### src/hmpc_map.svh
// constants for the halt mode power controller
// Operation
// RQ1 - peripheral idle runs only enabled peripherals
// RQ2 - peripheral idle stops all instruction execution
// RQ3 - oscillator idle keeps oscillator, clock timer
// RQ4 - oscillator idle gates off system clock
// RQ5 - wake requests sensed without system clock
// RQ6 - halt exit synchronous to system clock
// RQ7 - full stop halts everything, oscillator too
// RQ8 - stop pin state follows drive enable
// RQ9 - system clock waits for full warm-up
// RQ10 - resume select picks high or low clock
// RQ11 - warm-up codes select 2^8/2^14/2^16 ticks
// RQ12 - low clock stop may resume high
// RQ13 - input buffers gated per halt mode
// RQ14 - reset or accepted interrupt releases halt
// RQ15 - stop wake resumes only after warm-up
// RQ16 - warm-up clears on entry, counts after wake
`ifndef HMPC_MAP_SVH
`define HMPC_MAP_SVH

// halt mode request codes
`define HMPC_MODE_W 2
`define HMPC_MODE_NONE 2'h0
`define HMPC_MODE_STOP 2'h1
`define HMPC_MODE_OSC_IDLE 2'h2
`define HMPC_MODE_PERIPH_IDLE 2'h3

// warm-up select codes and tick counts
`define HMPC_WUP_SEL_W 2
`define HMPC_WUP_SEL_SHORT 2'h1
`define HMPC_WUP_SEL_MID 2'h2
`define HMPC_WUP_SEL_LONG 2'h3
`define HMPC_WUP_CNT_SHORT 256
`define HMPC_WUP_CNT_MID 16384
`define HMPC_WUP_CNT_LONG 65536
`define HMPC_WUP_CNT_W 17

// wake vector layout and reset values
`define HMPC_NMI_BIT 0
`define HMPC_HIGH_OSC_RST 1'h1
`define HMPC_LOW_OSC_RST 1'h0

`endif

### src/hmpc_pkg.sv
// types for the halt mode power controller
package hmpc_pkg;

  typedef enum logic [2:0] {
    ST_RUN,
    ST_PERIPH_IDLE,
    ST_OSC_IDLE,
    ST_STOP,
    ST_WARMUP
  } hmpc_state_t;

  typedef struct packed {
    logic muxed_bus_low_byte;
    logic wait_req;
    logic bus_request_input;
    logic wake;
    logic port;
  } hmpc_buf_t;

  typedef struct packed {
    logic resume_slow;
    logic [1:0] warmup_count_select;
    logic drive_en;
  } hmpc_cfg_t;

endpackage : hmpc_pkg

### src/hmpc_halt_ctrl.sv
// halt mode power controller top
`timescale 1ns/1ps
`include "hmpc_map.svh"
`default_nettype none
module hmpc_halt_ctrl #(
  parameter int NPERIPH = 8,
  parameter int NWAKE = 6,
  parameter int unsigned WUP_CNT_SHORT = `HMPC_WUP_CNT_SHORT,
  parameter int unsigned WUP_CNT_MID = `HMPC_WUP_CNT_MID,
  parameter int unsigned WUP_CNT_LONG = `HMPC_WUP_CNT_LONG
) (
  input wire logic CLK,
  input wire logic NRST,
  input wire logic HALT_REQ,
  input wire logic [`HMPC_MODE_W-1:0] HALT_MODE,
  input wire logic [NPERIPH-1:0] PERIPH_IDLE_ENABLE,
  input wire logic DRIVE_ENABLE,
  input wire logic RESUME_SLOW,
  input wire logic RESUME_HIGH_OSC_ENABLE,
  input wire logic RESUME_LOW_OSC_ENABLE,
  input wire logic [`HMPC_WUP_SEL_W-1:0] WARMUP_COUNT_SELECT,
  input wire logic HIGH_FREQ_CLOCK_TICK,
  input wire logic LOW_FREQ_CLOCK_TICK,
  input wire logic [NWAKE-1:0] WAKE_PIN,
  input wire logic [NWAKE-1:0] WAKE_ALLOW_PERIPH_IDLE,
  input wire logic [NWAKE-1:0] WAKE_ALLOW_OSC_IDLE,
  input wire logic [NWAKE-1:0] WAKE_ALLOW_STOP,
  output logic CPU_RUN_EN,
  output logic SYS_CLK_EN,
  output logic [NPERIPH-1:0] PERIPH_CLK_EN,
  output logic CLOCK_TIMER_EN,
  output logic HIGH_OSC_EN,
  output logic LOW_OSC_EN,
  output logic SLOW_MODE,
  output logic PIN_DRIVE_EN,
  output hmpc_pkg::hmpc_buf_t BUF_EN,
  output hmpc_pkg::hmpc_state_t HALT_STATE,
  output logic [NWAKE-1:0] WAKE_SOURCE,
  output logic WAKE_PULSE
);

  ////////////////////////////////////////////////////////////////////////////
  // declarations
  hmpc_pkg::hmpc_state_t state_q;
  hmpc_pkg::hmpc_state_t state_d;
  hmpc_pkg::hmpc_cfg_t cfg_q;
  logic [NWAKE-1:0] wake_lvl;
  logic [NWAKE-1:0] wake_hit_now;
  logic wake_any;
  logic stop_entry;
  logic wup_done;
  logic halted_d;
  logic resume_now;

  ////////////////////////////////////////////////////////////////////////////
  // decode helpers
  function automatic logic [NWAKE-1:0] wake_hit(
    input hmpc_pkg::hmpc_state_t st,
    input logic [NWAKE-1:0] lvl,
    input logic [NWAKE-1:0] a_pidle,
    input logic [NWAKE-1:0] a_oidle,
    input logic [NWAKE-1:0] a_stop
  );
    logic [NWAKE-1:0] allow;
    allow = '0;
    case (st)
      hmpc_pkg::ST_PERIPH_IDLE: allow = a_pidle;
      hmpc_pkg::ST_OSC_IDLE: allow = a_oidle;
      hmpc_pkg::ST_STOP: allow = a_stop;
      default: allow = '0;
    endcase
    // non-maskable source always releases a halt
    if (st == hmpc_pkg::ST_PERIPH_IDLE || st == hmpc_pkg::ST_OSC_IDLE || st == hmpc_pkg::ST_STOP) begin
      allow[`HMPC_NMI_BIT] = 1'b1;
    end
    wake_hit = lvl & allow;
  endfunction : wake_hit

  function automatic logic is_halt(input hmpc_pkg::hmpc_state_t st);
    case (st)
      hmpc_pkg::ST_PERIPH_IDLE: is_halt = 1'b1;
      hmpc_pkg::ST_OSC_IDLE: is_halt = 1'b1;
      hmpc_pkg::ST_STOP: is_halt = 1'b1;
      hmpc_pkg::ST_WARMUP: is_halt = 1'b1;
      default: is_halt = 1'b0;
    endcase
  endfunction : is_halt

  ////////////////////////////////////////////////////////////////////////////
  // wake input capture, free of the gated system clock
  hmpc_sync3 #(
    .W(NWAKE)
  ) u_wake_sync (
    .clk(CLK),
    .nrst(NRST),
    .din(WAKE_PIN),
    .dout(wake_lvl)
  ); // RQ5

  assign wake_hit_now = wake_hit(state_q, wake_lvl, WAKE_ALLOW_PERIPH_IDLE, WAKE_ALLOW_OSC_IDLE,
                                 WAKE_ALLOW_STOP); // RQ14
  assign wake_any = |wake_hit_now;

  ////////////////////////////////////////////////////////////////////////////
  // halt sequencing
  always_comb begin
    state_d = state_q;
    case (state_q)
      hmpc_pkg::ST_RUN: begin
        if (HALT_REQ) begin
          case (HALT_MODE)
            `HMPC_MODE_PERIPH_IDLE: state_d = hmpc_pkg::ST_PERIPH_IDLE;
            `HMPC_MODE_OSC_IDLE: state_d = hmpc_pkg::ST_OSC_IDLE;
            `HMPC_MODE_STOP: state_d = hmpc_pkg::ST_STOP;
            default: state_d = hmpc_pkg::ST_RUN;
          endcase
        end
      end
      hmpc_pkg::ST_PERIPH_IDLE: begin
        if (wake_any) begin
          state_d = hmpc_pkg::ST_RUN; // RQ14
        end
      end
      hmpc_pkg::ST_OSC_IDLE: begin
        if (wake_any) begin
          state_d = hmpc_pkg::ST_RUN; // RQ6
        end
      end
      hmpc_pkg::ST_STOP: begin
        if (wake_any) begin
          state_d = hmpc_pkg::ST_WARMUP; // RQ15
        end
      end
      hmpc_pkg::ST_WARMUP: begin
        if (wup_done) begin
          state_d = hmpc_pkg::ST_RUN; // RQ9
        end
      end
      default: state_d = hmpc_pkg::ST_RUN;
    endcase
  end

  // state moves on the clock edge, and to ST_RUN at once on reset
  always_ff @(posedge CLK or negedge NRST) begin
    if (!NRST) begin
      state_q <= hmpc_pkg::ST_RUN; // RQ14
    end else begin
      state_q <= state_d; // RQ6
    end
  end

  assign stop_entry = (state_q == hmpc_pkg::ST_RUN) && (state_d == hmpc_pkg::ST_STOP);
  assign halted_d = is_halt(state_d);
  assign resume_now = is_halt(state_q) && !halted_d;

  ////////////////////////////////////////////////////////////////////////////
  // stop configuration taken at entry
  always_ff @(posedge CLK or negedge NRST) begin
    if (!NRST) begin
      cfg_q <= '0;
    end else if (stop_entry) begin
      cfg_q.resume_slow <= RESUME_SLOW; // RQ10
      cfg_q.warmup_count_select <= WARMUP_COUNT_SELECT; // RQ11
      cfg_q.drive_en <= DRIVE_ENABLE; // RQ8
    end
  end

  ////////////////////////////////////////////////////////////////////////////
  // warm-up timing
  hmpc_warmup #(
    .CNT_SHORT(WUP_CNT_SHORT),
    .CNT_MID(WUP_CNT_MID),
    .CNT_LONG(WUP_CNT_LONG)
  ) u_warmup (
    .clk(CLK),
    .nrst(NRST),
    .clear(stop_entry),
    .run(state_q == hmpc_pkg::ST_WARMUP),
    .tick_high(HIGH_FREQ_CLOCK_TICK),
    .tick_low(LOW_FREQ_CLOCK_TICK),
    .cfg(cfg_q),
    .done(wup_done)
  ); // RQ16

  ////////////////////////////////////////////////////////////////////////////
  // cpu and clock gating
  always_ff @(posedge CLK or negedge NRST) begin
    if (!NRST) begin
      CPU_RUN_EN <= 1'b1;
    end else begin
      CPU_RUN_EN <= (state_d == hmpc_pkg::ST_RUN); // RQ2
    end
  end

  always_ff @(posedge CLK or negedge NRST) begin
    if (!NRST) begin
      SYS_CLK_EN <= 1'b1;
    end else begin
      SYS_CLK_EN <= (state_d == hmpc_pkg::ST_RUN) || (state_d == hmpc_pkg::ST_PERIPH_IDLE); // RQ4
    end
  end

  always_ff @(posedge CLK or negedge NRST) begin
    if (!NRST) begin
      PERIPH_CLK_EN <= '1;
    end else begin
      case (state_d)
        hmpc_pkg::ST_RUN: PERIPH_CLK_EN <= '1;
        hmpc_pkg::ST_PERIPH_IDLE: PERIPH_CLK_EN <= PERIPH_IDLE_ENABLE; // RQ1
        default: PERIPH_CLK_EN <= '0; // RQ3
      endcase
    end
  end

  always_ff @(posedge CLK or negedge NRST) begin
    if (!NRST) begin
      CLOCK_TIMER_EN <= 1'b1;
    end else begin
      CLOCK_TIMER_EN <= !(state_d == hmpc_pkg::ST_STOP || state_d == hmpc_pkg::ST_WARMUP); // RQ3
    end
  end

  ////////////////////////////////////////////////////////////////////////////
  // oscillator control
  always_ff @(posedge CLK or negedge NRST) begin
    if (!NRST) begin
      HIGH_OSC_EN <= `HMPC_HIGH_OSC_RST;
      LOW_OSC_EN <= `HMPC_LOW_OSC_RST;
    end else if (state_d == hmpc_pkg::ST_STOP) begin
      HIGH_OSC_EN <= 1'b0; // RQ7
      LOW_OSC_EN <= 1'b0; // RQ7
    end else if (state_q == hmpc_pkg::ST_STOP) begin
      // resumed source forced on so its warm-up can count
      HIGH_OSC_EN <= RESUME_HIGH_OSC_ENABLE || !cfg_q.resume_slow; // RQ10
      LOW_OSC_EN <= RESUME_LOW_OSC_ENABLE || cfg_q.resume_slow; // RQ10
    end
  end

  always_ff @(posedge CLK or negedge NRST) begin
    if (!NRST) begin
      SLOW_MODE <= 1'b0;
    end else if (state_q == hmpc_pkg::ST_WARMUP && state_d == hmpc_pkg::ST_RUN) begin
      SLOW_MODE <= cfg_q.resume_slow; // RQ12
    end
  end

  ////////////////////////////////////////////////////////////////////////////
  // pin drive and input buffer gating
  always_ff @(posedge CLK or negedge NRST) begin
    if (!NRST) begin
      PIN_DRIVE_EN <= 1'b1;
    end else if (state_d == hmpc_pkg::ST_STOP || state_d == hmpc_pkg::ST_WARMUP) begin
      PIN_DRIVE_EN <= (state_q == hmpc_pkg::ST_RUN) ? DRIVE_ENABLE : cfg_q.drive_en; // RQ8
    end else begin
      PIN_DRIVE_EN <= 1'b1;
    end
  end

  always_ff @(posedge CLK or negedge NRST) begin
    if (!NRST) begin
      BUF_EN <= '0;
    end else begin
      case (state_d)
        hmpc_pkg::ST_RUN: BUF_EN <= '1;
        hmpc_pkg::ST_PERIPH_IDLE,
        hmpc_pkg::ST_OSC_IDLE: begin
          BUF_EN.muxed_bus_low_byte <= 1'b0; // RQ13
          BUF_EN.wait_req <= 1'b0; // RQ13
          BUF_EN.bus_request_input <= 1'b1;
          BUF_EN.wake <= 1'b1; // RQ13
          BUF_EN.port <= 1'b1;
        end
        hmpc_pkg::ST_STOP,
        hmpc_pkg::ST_WARMUP: begin
          BUF_EN.muxed_bus_low_byte <= 1'b0; // RQ13
          BUF_EN.wait_req <= 1'b0; // RQ13
          BUF_EN.bus_request_input <= (state_q == hmpc_pkg::ST_RUN) ? DRIVE_ENABLE : cfg_q.drive_en; // RQ13
          BUF_EN.wake <= (state_q == hmpc_pkg::ST_RUN) ? DRIVE_ENABLE : cfg_q.drive_en; // RQ13
          BUF_EN.port <= (state_q == hmpc_pkg::ST_RUN) ? DRIVE_ENABLE : cfg_q.drive_en; // RQ13
        end
        default: BUF_EN <= '1;
      endcase
    end
  end

  ////////////////////////////////////////////////////////////////////////////
  // status and wake reporting
  always_ff @(posedge CLK or negedge NRST) begin
    if (!NRST) begin
      HALT_STATE <= hmpc_pkg::ST_RUN;
    end else begin
      HALT_STATE <= state_d;
    end
  end

  // wake source held until the next release
  always_ff @(posedge CLK or negedge NRST) begin
    if (!NRST) begin
      WAKE_SOURCE <= '0;
    end else if (wake_any) begin
      WAKE_SOURCE <= wake_hit_now; // RQ14
    end
  end

  always_ff @(posedge CLK or negedge NRST) begin
    if (!NRST) begin
      WAKE_PULSE <= 1'b0;
    end else begin
      WAKE_PULSE <= resume_now; // RQ6
    end
  end

endmodule : hmpc_halt_ctrl
`default_nettype wire

### src/hmpc_sync3.sv
// three-stage synchroniser with agreement filter
`timescale 1ns/1ps
`default_nettype none
module hmpc_sync3 #(
  parameter int W = 4
) (
  input wire logic clk,
  input wire logic nrst,
  input wire logic [W-1:0] din,
  output logic [W-1:0] dout
);
  logic [W-1:0] s1_q;
  logic [W-1:0] s2_q;
  logic [W-1:0] s3_q;

  always_ff @(posedge clk or negedge nrst) begin
    if (!nrst) begin
      s1_q <= '0;
      s2_q <= '0;
      s3_q <= '0;
    end else begin
      s1_q <= din;
      s2_q <= s1_q;
      s3_q <= s2_q;
    end
  end

  genvar i;
  generate
    for (i = 0; i < W; i++) begin : g_bit
      // level accepted only when stages two and three agree
      always_ff @(posedge clk or negedge nrst) begin
        if (!nrst) begin
          dout[i] <= 1'b0;
        end else if (s2_q[i] == s3_q[i]) begin
          dout[i] <= s3_q[i];
        end
      end
    end
  endgenerate
endmodule : hmpc_sync3
`default_nettype wire

### src/hmpc_warmup.sv
// oscillator warm-up counter
`timescale 1ns/1ps
`include "hmpc_map.svh"
`default_nettype none
module hmpc_warmup #(
  parameter int unsigned CNT_SHORT = `HMPC_WUP_CNT_SHORT,
  parameter int unsigned CNT_MID = `HMPC_WUP_CNT_MID,
  parameter int unsigned CNT_LONG = `HMPC_WUP_CNT_LONG
) (
  input wire logic clk,
  input wire logic nrst,
  input wire logic clear,
  input wire logic run,
  input wire logic tick_high,
  input wire logic tick_low,
  input wire hmpc_pkg::hmpc_cfg_t cfg,
  output logic done
);
  logic [`HMPC_WUP_CNT_W-1:0] cnt_q;
  logic [`HMPC_WUP_CNT_W-1:0] target;
  logic tick;

  function automatic logic [`HMPC_WUP_CNT_W-1:0] wup_target(input logic [1:0] sel);
    case (sel)
      `HMPC_WUP_SEL_MID: wup_target = `HMPC_WUP_CNT_W'(CNT_MID);
      `HMPC_WUP_SEL_LONG: wup_target = `HMPC_WUP_CNT_W'(CNT_LONG);
      default: wup_target = `HMPC_WUP_CNT_W'(CNT_SHORT);
    endcase
  endfunction : wup_target

  // count ticks of the resumed source only
  assign tick = cfg.resume_slow ? tick_low : tick_high; // RQ11
  assign target = wup_target(cfg.warmup_count_select); // RQ11

  always_ff @(posedge clk or negedge nrst) begin
    if (!nrst) begin
      cnt_q <= '0;
    end else if (clear) begin
      cnt_q <= '0; // RQ16
    end else if (run && tick && !done) begin
      cnt_q <= cnt_q + `HMPC_WUP_CNT_W'(1); // RQ16
    end
  end

  always_ff @(posedge clk or negedge nrst) begin
    if (!nrst) begin
      done <= 1'b0;
    end else if (clear) begin
      done <= 1'b0;
    end else if (run && tick && (cnt_q + `HMPC_WUP_CNT_W'(1) == target)) begin
      done <= 1'b1; // RQ9
    end
  end
endmodule : hmpc_warmup
`default_nettype wire

### config.mk
export PLATFORM = sky130hd
export DESIGN_NAME = hmpc_halt_ctrl
export DESIGN_NICKNAME = d
export VERILOG_FILES = /design/src/hmpc_pkg.sv /design/src/hmpc_halt_ctrl.sv /design/src/hmpc_sync3.sv /design/src/hmpc_warmup.sv
export VERILOG_INCLUDE_DIRS = /design/src
export SDC_FILE = /design/constraint.sdc
export NUM_CORES = 1
export LEC_CHECK = 0
export BUFFER_PORTS_ARGS = -buffer_cell sky130_fd_sc_hd__buf_2
export CAP_MARGIN = 10
export CORE_MARGIN = 3
export CORE_UTILIZATION = 58
export DETAILED_ROUTE_END_ITERATION = 7
export PLACE_DENSITY = 0.82
export SLEW_MARGIN = 40
export SYNTH_ARGS = -nofsm -noshare
export SYNTH_HDL_FRONTEND = slang
export SYNTH_SLANG_ARGS = --single-unit
### constraint.sdc
create_clock -name CLK -period 5.3 [get_ports CLK]
set_input_delay 0.265 -clock CLK [delete_from_list [all_inputs] [get_ports CLK]]
set_output_delay 0.265 -clock CLK [all_outputs]
set_load 0.02 [all_outputs]
* After elaboration in Yosys (flattened, before gate mapping) *
Index checks and enable logic that the tools add are counted.

word-level totals
  flip-flop bits (word level) = 76

operators by class
  eq/ne operators = 20
  mux-type cells = 24
  bitwise operators = 1
  reductions and logical operators = 27
  add/subtract/negate cells = 1

operator list
  operator               count
  $mux 17                2
  $pmux 17 s2            1
  $pmux 6 s3             1
  $add 17x1->17 const B  1
  $eq 17x17->1           1
  $pmux 8 s2             1
  $eq 3x2->1 const B     4
  $mux 1                 12
  $mux 3                 4
  $pmux 3 s4             1
  $pmux 5 s2             1
  $eq 2x2->1 const B     4
  $reduce_or 4->1        2
  $and 6x6->6            1
  $eq 1x1->1             6
  $eq 3x1->1 const B     2
  $eq 3x3->1 const B     2
  $logic_and 1x1->1      6
  $logic_not 3->1        2
  $logic_or 1x1->1       6
  $pmux 2 s3             1
  $reduce_bool 2->1      3
  $reduce_or 2->1        3
  $reduce_or 6->1        1
  2 further kinds        5

* Longest topological paths before layout *
Gate-level depths: netlist (run 1).

  depth in word-level cells = 13
  mapped depth = 9

* Modules after synthesis *
A second synthesis (run 1) with hierarchy kept.

unflattened totals
  cell total of the unflattened synthesis = 307
  area, all modules = 3462.1 µm²

modules (own cells, without submodules)
  module          area each (µm²)  cells an instance  times used  sequential area each (µm²)
  hmpc_halt_ctrl  1569.0           140                1           792.0
  hmpc_warmup     1224.9           137                1           450.4
  hmpc_sync3      668.1            30                 1           600.6

* Worst setup path before layout (run 1) *
No wires, ideal clock.

  path kind = register -> register
  start = reg HALT_STATE[1] (netlist name)
  end = reg WAKE_PULSE
  required time = 5.180 ns
  clock period less this slack = 2.333 ns
  path buffers = 2
  setup slack = 2.967 ns
  arrival time = 2.213 ns
  stages on the path, launching flop included = 9
  path through = dfrtp_1 > buf_6 > mux2_2 > and3_1 > a211o_1 > o32a_1 > o221a_2 > buf_2 > and3_1

RTL lines
  element               line                   source
  to (signal assigned)  hmpc_halt_ctrl.sv:309  WAKE_PULSE <= resume_now;
  to (decl)             hmpc_halt_ctrl.sv:39   output logic WAKE_PULSE

==> results of run 1 <==
## layout by cell type, fill, tap and decap left out, types with 3 or more instances in the layout
| cell | n |
|---|---|
| o21ai_0 | 8 |
| inv_1 | 11 |
| o21a_1 | 8 |
| maj3_1 | 6 |
| nand2_1 | 26 |
| dfrtp_1 | 60 |
| ha_1 | 4 |
| nor2_1 | 32 |
| mux2i_1 | 7 |
| dfstp_2 | 13 |
| and3_1 | 5 |
| nand3_1 | 8 |
| mux2_2 | 9 |
| xnor2_1 | 10 |
| xor2_1 | 10 |
| clkbuf_8 | 10 |
| a211o_1 | 3 |
| nand4_1 | 6 |
| nor3_1 | 11 |
| buf_2 | 71 |
| a21oi_1 | 13 |
## through the flow
| step | instances | area [um2] |
|---|---|---|
| floorplan | 298 | 3270 |
| global placement | 425 | 3640 |
| detailed placement | 425 | 3640 |
| CTS | 441 | 3840 |
| global route | 443 | 3860 |
| finish | 443 | 3860 |
## kinds of logic after synthesis
group           synth area share
simple gates               0.155
flops                      0.563
compound gates             0.101
buf+inv                   0.0409
xor+xnor                  0.0535
mux                       0.0524
fa+ha+maj                 0.0337
## routing by layer
layer,vias up,GRT usage
li1,1175,-
met1,1113,0.278
met2,64,0.328
met3,11,0.0576
met4,0,0.0895
met5,-,0
## synthesized netlist by cell type, types with 6 or more instances
cell type / number
xor2_1: 10
inv_1: 11
mux2_2: 9
dfrtp_1: 60
nand4_1: 6
o21a_1: 8
o21ai_0: 8
a21oi_1: 13
xnor2_1: 10
dfstp_2: 13
nand2_1: 26
maj3_1: 6
nand3_1: 8
mux2i_1: 7
nor3_1: 11
nor2_1: 32
## critical path, cell delays in order (launching register included)
cell and delay [ps]:
dfrtp_1 730, mux2i_1 160, a2111oi_0 700, a211o_1 300, o31a_1 440, nor2_1 180, nor3_1 220
## worst paths after layout
check                                         startpoint                       endpoint  slack [ps]
max                              HALT_STATE[1]$_DFF_PN0_         LOW_OSC_EN$_DFFE_PN0P_        2500
min in group CLK                             WAKE_PIN[0]  u_wake_sync.s1_q[0]$_DFF_PN0_          20
min                                                 NRST  u_wake_sync.s2_q[5]$_DFF_PN0_           8
max in group asynchronous                           NRST     WAKE_SOURCE[2]$_DFFE_PN0P_        4860
max reg2reg                      HALT_STATE[1]$_DFF_PN0_         LOW_OSC_EN$_DFFE_PN0P_        2500
min reg2reg                u_wake_sync.s1_q[0]$_DFF_PN0_  u_wake_sync.s2_q[0]$_DFF_PN0_         360
## state kept, by name, indices dropped and copies added (netlist names), 3 cells and up
signal,count
u_wake_sync.s1_q,6
WAKE_SOURCE,6
u_warmup.cnt_q,17
u_wake_sync.dout,6
u_wake_sync.s3_q,6
cfg_q,4
PERIPH_CLK_EN,8
u_wake_sync.s2_q,6
HALT_STATE,3
## final cells by class
type / count / area (um2) / share of cell area
well taps: 70 / 87.6 / 0.0227
repair buffers: 75 / 394 / 0.102
clock inverters: 6 / 66.3 / 0.0172
flip-flops and latches: 73 / 1840 / 0.477
multi-input cells: 198 / 1290 / 0.335
clock buffers: 10 / 138 / 0.0356
inverters: 11 / 41.3 / 0.0107
## power by group through the flow
stage / Clock (W) / Sequential, W / Combinational (W)
final: 0.000438 / 0.000641 / 0.000128
after global routing: 0.000477 / 0.000648 / 0.000152
after CTS: 0.000449 / 0.000641 / 0.000129
after detailed placement: 0 / 0.000651 / 0.000128
after global placement: 0 / 0.000649 / 0.000124
after floorplan: 0 / 0.000637 / 0.0000943
==> impl_metrics.ini, run 1 <==
[routing]
drc = 0
met3WireLength_um = 389
routedLengthMet1_mm = 2.79
top_layer = met4
drt_wl_total_mm = 6.15
wl_per_cell_um = 13.9
drt_first_pass_iters = 4
route.vias.total = 2363
viasPerCell = 5.33
drtIter0Drc = 183
ant_nets = 0
dr_wl_met2_mm = 2.85

[global_route]
grt_overflow_total = 0
grt_first_pass_wirelength_mm = 10.4
grt_pass1_vias = 2185
grt_max_degree = 74
track_usage = 0.211
antenna_found_initial = 0

[timing]
drv_slew = 0
whs_ps = 7.65
timing.final.ws_setup_ps = 2500
rsz0062_at_grt = no
worstMarginPinSlew_ps = 706
slew_headroom = 0.517
skew_ps = 5.06
tns_ps = 0
hold_viol_final = 0
fin_crit_sh = 0.529
fmax_ghz = 0.357
setup_viol_count_final = 0
finalCriticalPeriod_ps = 2800

[power_and_ir_drop]
power_switching_w = 0.000317
p_seq_frac = 0.531
finalPower_w = 0.00121
clkPwrFrac = 0.363
netSwitchingFraction = 0.263
leakagePower_nw = 1.86
power.density_nw_per_um2 = 312
comb_power_share = 0.106
ir_drop_v = 0.000290
p_int_w = 0.000889

[floorplan]
die_y_um = 81.1
die_x_um = 81.1
io_pins = 75
start_util = 0.621
core_area_um2 = 5270
rows = 26
dieArea_um2 = 6580

[yosys]
yosysWarnings = 0
ys_seq_elements = 73
synth_ff_type = dfrtp_1
synth_area_leaders = dfrtp_1, dfstp_2, nor2_1
syn_nets = 347
syn_avg_cell_area_um2 = 11.0
synth_cell_types = 51
ys_async_sr_fraction = 1.00
syn_inst = 298
syn_area_um2 = 3270
synth_edf_count = 0
ys_seq_area_frac = 0.563
yosys.area.top_type = dfrtp_1
synth_top_cell_area_share = 0.459

[layout]
fin_util = 0.733
final_nets = 417
fillCellCount = 383
antenna_cells = 0
syn2layout_area_growth_pct = 18.1
drive_gt1_frac = 0.314

[min_path]
hold_class = input pin to asynchronous set/reset pin

[critical_path]
worst-path-max-fanout = 17
crit_type = flop to flop
reg2regPathDepth = 6
crit_required_ps = 5560
start_kind = flop
cp.arrival_ps = 3060
critPathCaptureType = flop

[clock_tree]
cts_hold_buf = 0
clkTransAtPathRegs_ps = 70
cts-root-buf = clkbuf_8
cts_buffers = 9
post_cts_resized = 0
cts_tree = yes
clkSinkCount = 73
insertion_delay_ps = 340
cts-htree-levels = 3
post_cts_buffers = 0
clk_path_buf_depth = 2

[flow_run]
maxCapViolations = 0

[place]
dp_hpwl_mm = 4.39
pre_cts_ws_ps = 2520
io_buffer_count = 71
place_congestion = 0.836

[outcome]
status = finished clean
Note: power is estimated with default switching activity, not from simulation.
==> inputs of run 2 (changes only) <==
CORE_UTILIZATION = 48   (was 58)
PLACE_DENSITY = 0.72   (was 0.82)
clock period = 2.5 ns   (was 5.3 ns; I/O delays follow)
==> run 2 against run 1 <==
  * Flip-flop and latch count unchanged
  * Register-to-register slack worse by 2300 ps
  * Clock power up 110%
  * Non-clock buffer count up 23
  * Setup slack worse by 2300 ps
  * Core utilization down 10 points
  * Cell count up 6.8%
  * Routed wire length up 5.8%
  * Critical endpoint is now WAKE_PULSE$_DFF_PN0_
  * Clock skew about the same
==> impl_metrics.ini, run 2 (synthesis gave the netlist of run 1 again) <==
[outcome]
status = finished clean

[timing]
whs_ps = 8.00
slew_headroom = 0.567
setup_viol_count_final = 0
finalCriticalPeriod_ps = 2340
hold_viol_final = 0
fmax_ghz = 0.427
drv_slew = 0
fin_crit_sh = 0.938
skew_ps = 5.06
rsz0062_at_grt = no
worstMarginPinSlew_ps = 649
timing.final.ws_setup_ps = 155
tns_ps = 0

[floorplan]
die_y_um = 88.6
die_x_um = 88.6
core_area_um2 = 6490
start_util = 0.504
rows = 29
dieArea_um2 = 7840
io_pins = 75

[power_and_ir_drop]
leakagePower_nw = 1.97
ir_drop_v = 0.000386
power.density_nw_per_um2 = 630

[layout]
reg.largest.list = u_warmup.cnt_q (17), PERIPH_CLK_EN (8)
antenna_cells = 0
drive_gt1_frac = 0.323
final_nets = 440
layout_common_cells = buf_2, dfrtp_1, nor2_1
fin_util = 0.631
top_register = u_warmup.cnt_q
largest_reg_flops = 17
syn2layout_area_growth_pct = 25.3
design_area_um2 = 4100
final_common_cell = buf_2

[clock_tree]
clk_path_buf_depth = 2
cts-root-buf = clkbuf_8
cts_buffers = 9
cts_tree = yes
insertion_delay_ps = 340
clkTransAtPathRegs_ps = 80
clkSinkCount = 73
cts-htree-levels = 3

[place]
dp_hpwl_mm = 4.51
pre_cts_ws_ps = 172
io_buffer_count = 71
place_area_um2 = 3730
place_congestion = 0.814

[routing]
route.vias.total = 2448
drt_wl_total_mm = 6.51
drt_first_pass_iters = 5
wl_per_cell_um = 13.8
ant_nets = 0
drtIter0Drc = 95
viasPerCell = 5.18
drc = 0

[global_route]
grt_overflow_total = 0
grt_pass1_vias = 2302
grt_first_pass_wirelength_mm = 10.7
track_usage = 0.179
grt_max_degree = 74
antenna_found_initial = 0

[critical_path]
crit_top_cell = and3_1
critPathCaptureType = flop
crit_path_max_incr_delay_ps = 480
worst-path-max-fanout = 10
crit_type = flop to flop
start_kind = flop
cp_top_family = simple AND/OR/NAND/NOR gates
slowest_stage = dfrtp_1
crit_required_ps = 2780
cp.arrival_ps = 2630
path_buf_inv = 0
crit_chain = mux2_2 -> and3_1 -> a211o_1 -> nor3_4 -> o221a_2 -> and3_1

[flow_run]
maxCapViolations = 0

[min_path]
hold_class = input pin to flop
==> run 2: cell types whose count changed in the layout (fill, tap and decap cells not counted) <==
cell | before | now
dlygate4sd3_1 | 2 | 16
buf_4 | 1 | 9
clkinv_4 | 1 | 4
clkinvlp_4 | 2 | 0
a2111oi_0 | 1 | 0
a2111oi_1 | 0 | 1
buf_12 | 0 | 1
clkbuf_8 | 10 | 9
clkinv_1 | 1 | 0
clkinv_2 | 0 | 1
o22ai_1 | 2 | 1
o22ai_2 | 0 | 1
==> run 2: power breakdown <==
group	internal, W	total [W]	leakage [nW]	switching (W)
clock network	0.000469	0.000928	0.104	0.000459
logic	0.000150	0.000296	0.978	0.000145
registers	0.00126	0.00136	0.889	0.0000978
==> run 2: final timing paths <==
check / start / end / slack, ps / cells past startpoint
max in group asynchronous: NRST / u_wake_sync.s3_q[4]$_DFF_PN0_ / 1630 / 3
hold / removal: RESUME_SLOW / cfg_q[3]$_DFFE_PN0N_ / 8 / 2
min in group asynchronous: NRST / u_wake_sync.s1_q[5]$_DFF_PN0_ / 400 / 3
hold reg to reg: u_wake_sync.s1_q[4]$_DFF_PN0_ / u_wake_sync.s2_q[4]$_DFF_PN0_ / 350 / 0
setup reg to reg: HALT_STATE[1]$_DFF_PN0_ / WAKE_PULSE$_DFF_PN0_ / 160 / 6
setup / recovery: HALT_STATE[1]$_DFF_PN0_ / WAKE_PULSE$_DFF_PN0_ / 160 / 6
==> run 2: area by class of cell <==
cell class / count / area [um2]
Fill cell: 529 / 2390
Inverter: 11 / 41.3
Multi-Input combinational cell: 198 / 1300
Clock inverter: 7 / 78.8
Sequential cell: 73 / 1840
Clock buffer: 9 / 124
Tap cell: 77 / 96.3
Timing Repair Buffer: 98 / 614
==> run 2: timing repair <==
action                                 in CTS  in global routing
setup buffers                               0                  0
hold buffers                               16                  0
endpoints found under the hold margin      75                  0
gates resized for setup                     0                  2
setup endpoints to repair                   0                  1
==> run 2: layer usage <==
| metal | up-vias | track usage | part of all wire |
|---|---|---|---|
| met4 | 0 | 0.0824 | 0.018 |
| met1 | 1155 | 0.240 | 0.47 |
| li1 | 1217 | - | - |
| met2 | 67 | 0.286 | 0.46 |
| met3 | 9 | 0.0307 | 0.046 |
| met5 | - | 0 | 0 |
==> run 2: per-stage QoR <==
stage          std cells  total power [W]
3_5_place_dp         441          0.00166
4_1_cts              473          0.00261
2_1_floorplan        298          0.00155
6_report             473          0.00258
5_1_grt              473          0.00272
3_3_place_gp         441          0.00164
==> inputs of run 3 (changes only) <==
--- a/config.mk
+++ b/config.mk
@@ -12,5 +12,5 @@
 export CORE_UTILIZATION = 48
 export DETAILED_ROUTE_END_ITERATION = 7
-export PLACE_DENSITY = 0.72
+export PLACE_DENSITY = 0.77
 export SLEW_MARGIN = 40
 export SYNTH_ARGS = -nofsm -noshare
==> constraint.sdc (replaced) <==
create_clock -name CLK -period 2.5 [get_ports CLK]
set_input_delay 0.5 -clock CLK [delete_from_list [all_inputs] [get_ports CLK]]
set_output_delay 0.5 -clock CLK [all_outputs]
set_load 0.02 [all_outputs]
==> run 3 against run 2 <==
  * Clock power shrank 2%
  * Non-clock buffer count fell by 15
  * Register-to-register slack better by 100 ps
  * Design area shrank 3.8%
  * Worst hold slack gained 150 ps
  * Critical endpoint is now BUF_EN[2]$_DFF_PN0_
==> impl_metrics.ini, run 3 (synthesis gave the netlist of run 1 again) <==
[outcome]
status = finished clean

[timing]
setup_viol_count_final = 0
finalCriticalPeriod_ps = 2240
worstMarginPinSlew_ps = 602
tns_ps = 0
fin_crit_sh = 0.897
fmax_ghz = 0.446
hold_viol_final = 0
timing.final.ws_setup_ps = 257
slew_headroom = 0.599
drv_slew = 0
skew_ps = 8.02
rsz0062_at_grt = no

[clock_tree]
cts-htree-levels = 3
insertion_delay_ps = 340
clkSinkCount = 73
cts_tree = yes
clkTransAtPathRegs_ps = 80
cts_buffers = 9
cts_hold_buf = 0
post_cts_resized = 0
clk_path_buf_depth = 2
cts-root-buf = clkbuf_8
post_cts_buffers = 0

[global_route]
grt_overflow_total = 0
antenna_found_initial = 0
grt_pass1_vias = 2344
track_usage = 0.177
grt_max_degree = 48
grt_first_pass_wirelength_mm = 10.6

[layout]
layout_common_cells = buf_2, dfrtp_1, nor2_1
syn2layout_area_growth_pct = 20.6
final_common_cell = buf_2
drive_gt1_frac = 0.333
design_area_um2 = 3950
antenna_cells = 0
reg.largest.list = u_warmup.cnt_q (17), PERIPH_CLK_EN (8)
top_register = u_warmup.cnt_q
final_nets = 425
largest_reg_flops = 17

[routing]
drc = 0
drt_first_pass_iters = 4
route.vias.total = 2402
drtIter0Drc = 108
viasPerCell = 5.24
wl_per_cell_um = 13.8
drt_wl_total_mm = 6.33
ant_nets = 0

[min_path]
hold_class = input pin to asynchronous set/reset pin

[critical_path]
crit_required_ps = 2710
start_kind = flop
cp.arrival_ps = 2450
crit_type = flop to flop
critPathCaptureType = flop
worst-path-max-fanout = 5

[floorplan]
start_util = 0.504
dieArea_um2 = 7840
core_area_um2 = 6490
die_x_um = 88.6
io_pins = 75
rows = 29
die_y_um = 88.6

[place]
place_congestion = 0.796
dp_hpwl_mm = 4.62
io_buffer_count = 71
place_area_um2 = 3750
pre_cts_ws_ps = 145

[power_and_ir_drop]
power.density_nw_per_um2 = 646
leakagePower_nw = 1.91
ir_drop_v = 0.000368

[flow_run]
maxCapViolations = 0
run 3: layer usage:
layer | part of all wire | wire [um] | global-route usage
met2 | 0.47 | 2990 | 0.293
met1 | 0.46 | 2900 | 0.223
met4 | 0.019 | 120 | 0.0769
met3 | 0.050 | 318 | 0.0382
met5 | 0 | 0 | 0
run 3: worst max-delay path, stage by stage, from the launching register on:
cell	delay, ps
dfrtp_1	430
mux2_2	370
and3_1	180
a211o_1	310
o32a_1	420
nor2_1	290
o21ai_0	120
run 3: area by class of cell:
class | instances | area [um2]
clock buffers | 11 | 141
flip-flops and latches | 73 | 1840
fillers | 512 | 2550
inverters | 11 | 41.3
clock inverters | 5 | 56.3
repair buffers | 83 | 470
multi-input cells | 198 | 1300
well taps | 77 | 96.3
run 3: worst paths after layout:
check                                                   start                       endpoint  slack, ps  cells after the start
worst max-delay path                  HALT_STATE[1]$_DFF_PN0_            BUF_EN[2]$_DFF_PN0_        260                      6
worst min-delay path                                     NRST  u_wake_sync.s2_q[3]$_DFF_PN0_        160                      1
worst max register to register        HALT_STATE[1]$_DFF_PN0_            BUF_EN[2]$_DFF_PN0_        260                      6
worst min register to register  u_wake_sync.s1_q[4]$_DFF_PN0_  u_wake_sync.s2_q[4]$_DFF_PN0_        350                      0
max in group asynchronous                                NRST         PIN_DRIVE_EN$_DFF_PN1_       1630                      2
min in group CLK                                  WAKE_PIN[0]  u_wake_sync.s1_q[0]$_DFF_PN0_        260                      1
run 3: power by group:
group          internal (W)  leakage, nW  switching (W)
clock network      0.000487       0.0993       0.000428
registers           0.00126        0.889      0.0000946
logic              0.000136        0.917       0.000139
run 3: per-stage QoR:
step | hold slack, ps | util | instances | total power, W
6_report | 163 | 0.607 | 458 | 0.00255
5_1_grt | 208 | 0.607 | 458 | 0.00268
4_1_cts | 176 | 0.607 | 458 | 0.00257
3_5_place_dp | 336 | 0.577 | 442 | 0.00166
3_3_place_gp | 332 | 0.577 | 442 | 0.00165
2_1_floorplan | 204 | - | 298 | 0.00155
